$ cat src/fpc_params.svh
// Constants for the flash protection control block
// Functional notes
// [RULE1] Readout protection and write/erase protection are two independent mechanisms, each usable alone.
// [RULE2] Readout protection blocks external readout of memory and blocks writes to program memory and data EEPROM.
// [RULE3] On flash parts, clearing the readout-protect option automatically erases program memory and data EEPROM.
// [RULE4] On flash parts, readout protection is set and cleared through the readout-protect bit of the option byte.
// [RULE5] On mask-programmed parts, readout protection is fixed at manufacture by a mask option.
// [RULE6] While write/erase protection is active, every overwrite and erase of program memory is refused.
// [RULE7] Write/erase protection leaves data EEPROM writes allowed.
// [RULE8] Once write/erase protection is set it can never be cleared and the flash no longer accepts reprogramming; reset here clears it (opt_r to 00h).
// [RULE9] Write/erase protection is turned on through the write-protect bit of the option byte.
// [RULE10] The flash control/status register at 002Fh resets to 00h, bits 7..3 read zero, bits 2..0 are option-select, latch and program.
// [RULE11] Access to the control register needs key 56h then key AEh, in that order.
// [RULE12] An external programming tool sends the two keys itself without user intervention.
// [RULE13] Only programming methods use the control register, which governs flash program and erase.
// [RULE14] Writes to the control bits are ignored until both keys were written in order since reset.
`ifndef FPC_PARAMS_SVH
`define FPC_PARAMS_SVH

`define FPC_CSR_ADDR 16'h002F
`define FPC_CSR_RESET 8'h00
`define FPC_KEY1 8'h56
`define FPC_KEY2 8'hAE
`define FPC_BIT_PGM 0
`define FPC_BIT_LAT 1
`define FPC_BIT_OPT 2
`define FPC_OPT_BIT_RDP 0
`define FPC_OPT_BIT_WRP 1

`endif

$ cat src/fpc_pkg.sv
// Types for the flash protection control block
package fpc_pkg;

    typedef enum logic [2:0] {
        FPC_LOCKED = 3'b001,
        FPC_KEY1_OK = 3'b010,
        FPC_OPEN = 3'b100
    } fpc_key_e;

    typedef struct packed {
        logic opt_sel;
        logic latch;
        logic prog_en;
    } fpc_ctrl_s;

    typedef struct packed {
        logic rd_block;
        logic flash_wr_block;
        logic eep_wr_block;
    } fpc_guard_s;

endpackage

$ cat src/fpc_key_seq.sv
// Two-key unlock sequencer for the flash control register
`timescale 1ns/1ps
`include "fpc_params.svh"
module fpc_key_seq (
    input wire logic clk_in,
    input wire logic rst_in,
    input wire logic ce_in,
    input wire logic wr_in,
    input wire logic [7:0] data_in,
    output logic unlocked_out
);
    fpc_pkg::fpc_key_e state_r;
    fpc_pkg::fpc_key_e state_nxt;

    // Any wrong value before unlock restarts the sequence, except a repeated 56h after the first key, which keeps the first key
    always_comb begin
        state_nxt = state_r;
        case (state_r)
            fpc_pkg::FPC_LOCKED: begin
                if (wr_in && data_in == `FPC_KEY1) begin // RULE11
                    state_nxt = fpc_pkg::FPC_KEY1_OK;
                end
            end
            fpc_pkg::FPC_KEY1_OK: begin
                if (wr_in) begin
                    if (data_in == `FPC_KEY2) begin // RULE11
                        state_nxt = fpc_pkg::FPC_OPEN;
                    end else if (data_in != `FPC_KEY1) begin
                        state_nxt = fpc_pkg::FPC_LOCKED;
                    end
                end
            end
            fpc_pkg::FPC_OPEN: state_nxt = fpc_pkg::FPC_OPEN;
            default: state_nxt = fpc_pkg::FPC_LOCKED;
        endcase
    end

    always_ff @(posedge clk_in or posedge rst_in) begin
        if (rst_in) begin
            state_r <= fpc_pkg::FPC_LOCKED;
        end else if (ce_in) begin
            state_r <= state_nxt;
        end
    end

    assign unlocked_out = (state_r == fpc_pkg::FPC_OPEN); // RULE14
endmodule

$ cat src/fpc_guard.sv
// Combinational access guard from the protection states
`timescale 1ns/1ps
module fpc_guard (
    input wire logic rdp_in,
    input wire logic wrp_in,
    output fpc_pkg::fpc_guard_s guard_out
);
    always_comb begin
        guard_out.rd_block = rdp_in; // RULE2
        guard_out.flash_wr_block = rdp_in | wrp_in; // RULE2 RULE6
        guard_out.eep_wr_block = rdp_in; // RULE7
    end
endmodule

$ cat src/fpc_top.sv
// Flash protection control top: control register, option byte, access gating
`timescale 1ns/1ps
`include "fpc_params.svh"
module fpc_top #(
    parameter bit MASK_PART = 1'b0,
    parameter bit MASK_RDP = 1'b0
) (
    input wire logic clk_in,
    input wire logic rst_in,
    input wire logic ce_in,
    input wire logic [15:0] addr_in,
    input wire logic wr_in,
    input wire logic rd_in,
    input wire logic [7:0] wdata_in,
    input wire logic [7:0] opt_byte_in,
    input wire logic opt_load_in,
    input wire logic opt_wr_in,
    input wire logic [7:0] opt_wdata_in,
    input wire logic ext_rd_req_in,
    input wire logic flash_wr_req_in,
    input wire logic flash_erase_req_in,
    input wire logic eep_wr_req_in,
    output logic [7:0] rdata_out,
    output logic [7:0] opt_byte_out,
    output logic ctrl_unlocked_out,
    output logic rdp_active_out,
    output logic wrp_active_out,
    output logic ext_rd_grant_out,
    output logic flash_wr_grant_out,
    output logic flash_erase_grant_out,
    output logic eep_wr_grant_out,
    output logic mass_erase_out,
    output logic opt_select_out,
    output logic latch_out,
    output logic program_out
);
    ////////////////////////////////////////////////////////////////////////
    fpc_pkg::fpc_ctrl_s ctrl_r;
    fpc_pkg::fpc_ctrl_s ctrl_nxt;
    logic [7:0] opt_r;
    logic [7:0] opt_nxt;
    logic [7:0] rdata_r;
    logic [7:0] rdata_nxt;
    fpc_pkg::fpc_guard_s grant_r;
    fpc_pkg::fpc_guard_s grant_nxt;
    logic erase_r;
    logic erase_nxt;
    logic unlocked;
    logic csr_hit;
    logic rdp;
    logic wrp;
    fpc_pkg::fpc_guard_s guard;

    function automatic logic [7:0] csr_image(input fpc_pkg::fpc_ctrl_s c);
        csr_image = {5'h00, c.opt_sel, c.latch, c.prog_en}; // RULE10
    endfunction

    assign csr_hit = (addr_in == `FPC_CSR_ADDR);

    fpc_key_seq u_keys (
        .clk_in(clk_in),
        .rst_in(rst_in),
        .ce_in(ce_in),
        .wr_in(wr_in && csr_hit && !unlocked),
        .data_in(wdata_in),
        .unlocked_out(unlocked)
    );

    // Mask parts hold readout protection fixed
    assign rdp = MASK_PART ? MASK_RDP : opt_r[`FPC_OPT_BIT_RDP]; // RULE4 RULE5 RULE1
    assign wrp = opt_r[`FPC_OPT_BIT_WRP]; // RULE9 RULE1

    fpc_guard u_guard (
        .rdp_in(rdp),
        .wrp_in(wrp),
        .guard_out(guard)
    );

    ////////////////////////////////////////////////////////////////////////
    // Control register
    always_comb begin
        ctrl_nxt = ctrl_r;
        if (wr_in && csr_hit && unlocked) begin // RULE14
            ctrl_nxt.prog_en = wdata_in[`FPC_BIT_PGM];
            ctrl_nxt.latch = wdata_in[`FPC_BIT_LAT];
            ctrl_nxt.opt_sel = wdata_in[`FPC_BIT_OPT];
        end
    end

    always_comb begin
        rdata_nxt = rdata_r;
        if (rd_in && csr_hit) begin
            rdata_nxt = csr_image(ctrl_r); // RULE10
        end else if (rd_in) begin
            rdata_nxt = 8'h00;
        end
    end

    ////////////////////////////////////////////////////////////////////////
    // Option byte: write protection is sticky once set
    always_comb begin
        opt_nxt = opt_r;
        erase_nxt = 1'b0;
        if (opt_load_in) begin
            opt_nxt = opt_byte_in;
            opt_nxt[`FPC_OPT_BIT_WRP] = opt_byte_in[`FPC_OPT_BIT_WRP] | wrp; // RULE8
        end else if (opt_wr_in && unlocked && ctrl_r.opt_sel && !wrp) begin // RULE8
            opt_nxt = opt_wdata_in;
            if (!MASK_PART && rdp && !opt_wdata_in[`FPC_OPT_BIT_RDP]) begin
                erase_nxt = 1'b1; // RULE3
            end
        end
    end

    ////////////////////////////////////////////////////////////////////////
    // Access grants
    always_comb begin
        grant_nxt.rd_block = ext_rd_req_in && !guard.rd_block; // RULE2
        grant_nxt.flash_wr_block = flash_wr_req_in && !guard.flash_wr_block; // RULE6
        grant_nxt.eep_wr_block = eep_wr_req_in && !guard.eep_wr_block; // RULE7
    end

    logic erase_grant_r;
    logic erase_grant_nxt;
    assign erase_grant_nxt = flash_erase_req_in && !guard.flash_wr_block; // RULE6

    always_ff @(posedge clk_in or posedge rst_in) begin
        if (rst_in) begin
            ctrl_r <= '0;
            opt_r <= 8'h00;
            rdata_r <= `FPC_CSR_RESET;
            grant_r <= '0;
            erase_r <= 1'b0;
            erase_grant_r <= 1'b0;
            opt_byte_out <= 8'h00;
            ctrl_unlocked_out <= 1'b0;
            rdp_active_out <= 1'b0;
            wrp_active_out <= 1'b0;
        end else if (ce_in) begin
            ctrl_r <= ctrl_nxt;
            opt_r <= opt_nxt;
            rdata_r <= rdata_nxt;
            grant_r <= grant_nxt;
            erase_r <= erase_nxt;
            erase_grant_r <= erase_grant_nxt;
            opt_byte_out <= opt_nxt;
            ctrl_unlocked_out <= unlocked;
            rdp_active_out <= rdp;
            wrp_active_out <= wrp;
        end
    end

    always_comb begin
        rdata_out = rdata_r;
        ext_rd_grant_out = grant_r.rd_block;
        flash_wr_grant_out = grant_r.flash_wr_block;
        flash_erase_grant_out = erase_grant_r;
        eep_wr_grant_out = grant_r.eep_wr_block;
        mass_erase_out = erase_r;
        opt_select_out = ctrl_r.opt_sel;
        latch_out = ctrl_r.latch;
        program_out = ctrl_r.prog_en;
    end
endmodule

$ cat config.mk
export PLATFORM = sky130hd
export DESIGN_NAME = fpc_top
export DESIGN_NICKNAME = d
export VERILOG_FILES = /design/src/fpc_pkg.sv /design/src/fpc_key_seq.sv /design/src/fpc_guard.sv /design/src/fpc_top.sv
export VERILOG_INCLUDE_DIRS = /design/src
export SDC_FILE = /design/constraint.sdc
export NUM_CORES = 1
export LEC_CHECK = 0
export ABC_AREA = 1
export BUFFER_PORTS_ARGS = -buffer_cell sky130_fd_sc_hd__buf_2
export CORE_UTILIZATION = 47
export CTS_CLUSTER_DIAMETER = 60
export DETAILED_ROUTE_END_ITERATION = 6
export GPL_ROUTABILITY_DRIVEN = 0
export PLACE_DENSITY = 0.89
export SYNTH_ARGS = -nofsm -noshare
export SYNTH_HDL_FRONTEND = slang
export SYNTH_SLANG_ARGS = --single-unit
export TNS_END_PERCENT = 1
$ cat constraint.sdc
create_clock -name clk_in -period 3.2 [get_ports clk_in]
set_input_delay 0.32 -clock clk_in [delete_from_list [all_inputs] [get_ports clk_in]]
set_output_delay 0.32 -clock clk_in [all_outputs]
set_load 0.03 [all_outputs]
-- Word level (Yosys, flattened, before mapping)
Index checks and enable logic that the tools add are counted.
- flip-flop bits (word level): 30
- input port bits: 51
- output and inout bits: 27
- logic and storage cells: 62
- eq/ne operators: 10
- mux-type cells: 12
- bitwise logic cells: 2
- reductions and logical operators: 24
- operator list (operator ; count):
    $mux 8 ; 4
    $eq 16x6->1 const B ; 1
    $logic_and 1x1->1 ; 13
    $mux 3 ; 4
    $pmux 3 s3 ; 1
    $eq 8x7->1 const B ; 1
    $eq 8x8->1 const B ; 1
    $ne 8x7->1 const B ; 1
    $reduce_and 2->1 ; 3
    $logic_not 1->1 ; 5
    $ne 2x1->1 const B ; 2
    $reduce_and 4->1 ; 1
    $reduce_bool 2->1 ; 2
    $eq 3x1->1 const B ; 1
    $eq 3x2->1 const B ; 1
    $eq 3x3->1 const B ; 1
    $mux 1 ; 3
    $ne 3x1->1 const B ; 1
    $or 1x1->1 ; 2

-- Depth between registers and ports, before layout
- depth after elaboration: 6
- gate-level depth with buffers: 10
- depth with buffers taken out: 10

-- Cells and area by module
A second synthesis with hierarchy kept.
- cell total of the unflattened synthesis: 214
- area, all modules: 1512.7 um^2
- by module, submodules not included (module ; instances ; cells an instance ; area each (um^2) ; seq. area each (um^2)):
    fpc_top ; 1 ; 158 ; 1181.1 ; 550.5
    fpc_key_seq ; 1 ; 51 ; 305.3 ; 76.3
    fpc_guard ; 1 ; 5 ; 26.3 ; 0.0

-- Worst setup path after synthesis
No wires, ideal clock.
- kind: reg2reg
- from: register ctrl_r, in the netlist opt_select_out
- to: register opt_r[2]
- library setup time: 0.082 ns
- data arrival time: 1.288 ns
- data required time: 3.118 ns
- setup slack: 1.831 ns
- cell stages (with the launch flop): 8
- period minus slack after synthesis: 1.369 ns
- cell sequence: dfrtp_1 > nand3_1 > nor2_4 > nor2_4 > nor2_8 > buf_8 > nor2_2 > a31oi_1
- longest elaborated chain between the ends: 4
- ends and longest elaborated chain (element ; RTL line ; source):
    start, declared ; fpc_top.sv:38 ; fpc_pkg::fpc_ctrl_s ctrl_r;
    start signal, assigned ; fpc_top.sv:140 ; ctrl_r <= ctrl_nxt;
    $logic_and 1x1->1 (2 in series) ; fpc_top.sv:107 ; end else if (opt_wr_in && unlocked && ctrl_r.opt_sel && !wrp) begin
    $reduce_bool 2->1 (no source line) ; -- ;
    $reduce_and 2->1 (no source line) ; -- ;
    end signal, assigned ; fpc_top.sv:141 ; opt_r <= opt_nxt;
    end, declared ; fpc_top.sv:40 ; logic [7:0] opt_r;
Every way passes these cells.
A chain may end at the register's enable or synchronous reset.

-- Final worst setup path
- from: register u_keys.state_r[0]
- to: register u_keys.state_r[1]
- longest elaborated chain between the ends: 6
- elaborated cells on any way between the ends: 11
- those cells by class: eq/ne (6); mux (1); reduce/logical (4)
- ends and longest elaborated chain (element ; RTL line ; source):
    start, declared ; fpc_key_seq.sv:12 ; fpc_pkg::fpc_key_e state_r;
    start signal, assigned ; fpc_key_seq.sv:40 ; state_r <= fpc_pkg::FPC_LOCKED;
    start signal, assigned ; fpc_key_seq.sv:42 ; state_r <= state_nxt;
    $eq 3x3->1 ; fpc_key_seq.sv:18, fpc_key_seq.sv:46 ;
    $logic_not 1->1 ; fpc_top.sv:64 ; .wr_in(wr_in && csr_hit && !unlocked),
    $logic_and 1x1->1 ; fpc_top.sv:64 ;
    $logic_and 1x1->1 (no source line) ; -- ;
    $ne 2x1->1 (no source line) ; -- ;
    $reduce_and 4->1 (no source line) ; -- ;
Parallel ways exist; a longest one is shown, timed or not.

==> reports/results.txt <==
Status - complete, but fails checks
Violated checks - design-rule violations
Post-place setup slack - 1.76 ns
Total wire length - 2850 um
Worst setup margin - 1.75 ns
Power Density - 435 nW/um^2
#FFs+latches synth - 25
Sequential fraction of the synthesis area - 0.445
Slowest stage delay, CP - 0.58 ns
Worst-margin pin slew - 0.929 ns
Register area - 627 um^2
Footprint of the multi-input gates - 608 um^2
DR DRC count - 2
CTS buffer count - 3
Die area - 3220 um^2
Vias per cell - 4.74
Final Setup Violations - 0
First-pass GRT wire length - 5050 um
WL per Instance - 9.81 um
Pin count of the biggest net entering global routing - 26
Total track usage - 0.198
Cell Chain, Critical Path - inv_2 -> nand3_2 -> inv_1 -> nor2_1 -> nand3_1 -> nand2_1 -> nand2_2 -> nand2_1 -> nand2_1
Worst-path maximum fanout - 5
Synthesized cell area - 1410 um^2
Crit path top cell by count - nand2_1
Final Hold Fails - 0
HPWL after detailed placement - 2330 um
Num Clock Sinks - 25
Die width - 56.8 um
Fmax - 688 MHz
Drt initial violations - 26
Row cnt - 19
Reg with most FFs - opt_r
Initial Util - 0.503
Worst VDD drop - 0.268 mV
Placed Cells - 286
Mapped Cells - 190
Final hold slack - 0.193 ns
Delay-heaviest family, CP - simple AND/OR/NAND/NOR gates
RSZ-0062 raised after global routing - false
Critical path class - reg2reg
Root Buffer - clkbuf_4
Global route overflow - 0
Total number of yosys warnings - 0
Deepest clock path buffer count - 2
Clock transition at path regs - 0.12 ns
Startpoint types - register
Vias in the first global route - 1310
Port-buffer cells - 72
Slew headroom - 0.380
Post-CTS Resized - 0
Skew final - 0.00258 ns
Tmin final - 1.45 ns
Final ANT Viol Nets - 0
Drt first pass iters - 6
Worst setup EP type - register
Final core occ - 0.628
Share of cells above drive strength 1 - 0.332
Bufs and invs on worst path - 2
H-tree lvl count - 1
Hold-fix buffers at CTS - 0
Worst path slowest cell - dfstp_2
Core area - 2810 um^2
Max-Cap Viols - 0
Synth top area share - 0.426
Area Overhead vs Synth - 24.9%
Setup TNS - 0 ns
Synth top area cells - dfrtp_1 43%, nand2_1 14%, inv_1 6.7%, nor2_1 6.7%, o21ai_0 4.6%
Leakage - 1.00 nW
Syn Area/Cell - 7.42 um^2
FILL cells - 271
Cell Count, Final, Fillers Out - 290
Vias - 1374
Critical Path AT - 1.66 ns
Largest register FFs - 8
TritonCTS clock tree - yes
Antenna cells - 0
Final Cycle Share - 0.454
Skew-Pair Late Insertion Delay - 0.31 ns
Die Ht - 56.8 um
HP Class - in2async
Ports - 78
Initial antenna violation count - 0
Cell taking the most area after synthesis - dfrtp_1
Worst path required time - 3.41 ns
R2R setup slack - 1.75 ns
Setup Buffers After CTS - 0
Synth cell types - 24
Fin nets - 311
Slew Viols, Final - 0
[cell usage after synthesis (all sizes together)]
master	number
inv	27
dfstp	1
dfrtp	24
a22o	2
a22oi	1
nor3	4
buf	11
conb	1
a21oi	1
nand4	2
o21ai	13
nand3	11
a31oi	6
nor2	31
nand2	55
[where the power goes]
| part | total (mW) | internal, mW | switching, mW |
|---|---|---|---|
| registers | 0.381 | 0.355 | 0.0252 |
| logic | 0.251 | 0.0876 | 0.164 |
| clock network | 0.134 | 0.0486 | 0.0854 |
[cell type report]
class / instances / share of cell area
clock buffers: 4 / 0.0149
inverters: 27 / 0.0575
multi-input cells: 131 / 0.345
flip-flops and latches: 25 / 0.356
well taps: 31 / 0.0220
repair buffers: 72 / 0.205
[cell families after synthesis]
group,after synthesis,share of synthesized area
AOI/OAI and AO/OA,23,0.0941
buffers and inverters,38,0.135
DFF,25,0.445
other,1,0.00266
and+or+nand+nor,103,0.324
[cells in the final DEF (no fill, tap or decap)]
master	netlist	layout
buf_2	2	72
nand2_1	54	54
inv_1	25	25
nor2_1	25	25
dfrtp_1	24	24
o21ai_0	13	13
nand3_1	10	10
a31oi_1	6	6
conb_1	1	5
nor3_1	4	4
nor2_2	3	3
clkbuf_4	0	3
inv_2	2	2
nand4_1	2	2
nor2_4	2	2
a22o_1	2	2
nand3_2	1	1
a21oi_1	1	1
nand2_2	1	1
nor2_8	1	1
a22oi_1	1	1
clkbuf_1	0	1
dfstp_2	1	1
[metrics by stage]
| stage | power (mW) | area (um^2) |
|---|---|---|
| CTS | 0.773 | 1760 |
| finish | 0.766 | 1760 |
| detailed placement | 0.639 | 1740 |
| global placement | 0.632 | 1740 |
| floorplan | 0.575 | 1430 |
| global route | 0.819 | 1760 |
[routing by layer]
layer  share of wire  GRT usage
met1            0.44      0.242
met2            0.49      0.359
met3           0.066     0.0438
met4          0.0088     0.0383
met5               0          0
[worst paths after layout]
path	to	cells past startpoint	start
worst max-delay path	u_keys.state_r[1]	9	u_keys.state_r[0]
worst min-delay path	ext_rd_grant_out	2	rst_in
worst max register to register	u_keys.state_r[1]	9	u_keys.state_r[0]
worst min register to register	ctrl_unlocked_out	2	ctrl_unlocked_out
max in group asynchronous	rdp_active_out	2	rst_in
min in group clk_in	opt_r[0]	3	opt_byte_in[0]
(Power assumes the default switching activity.)
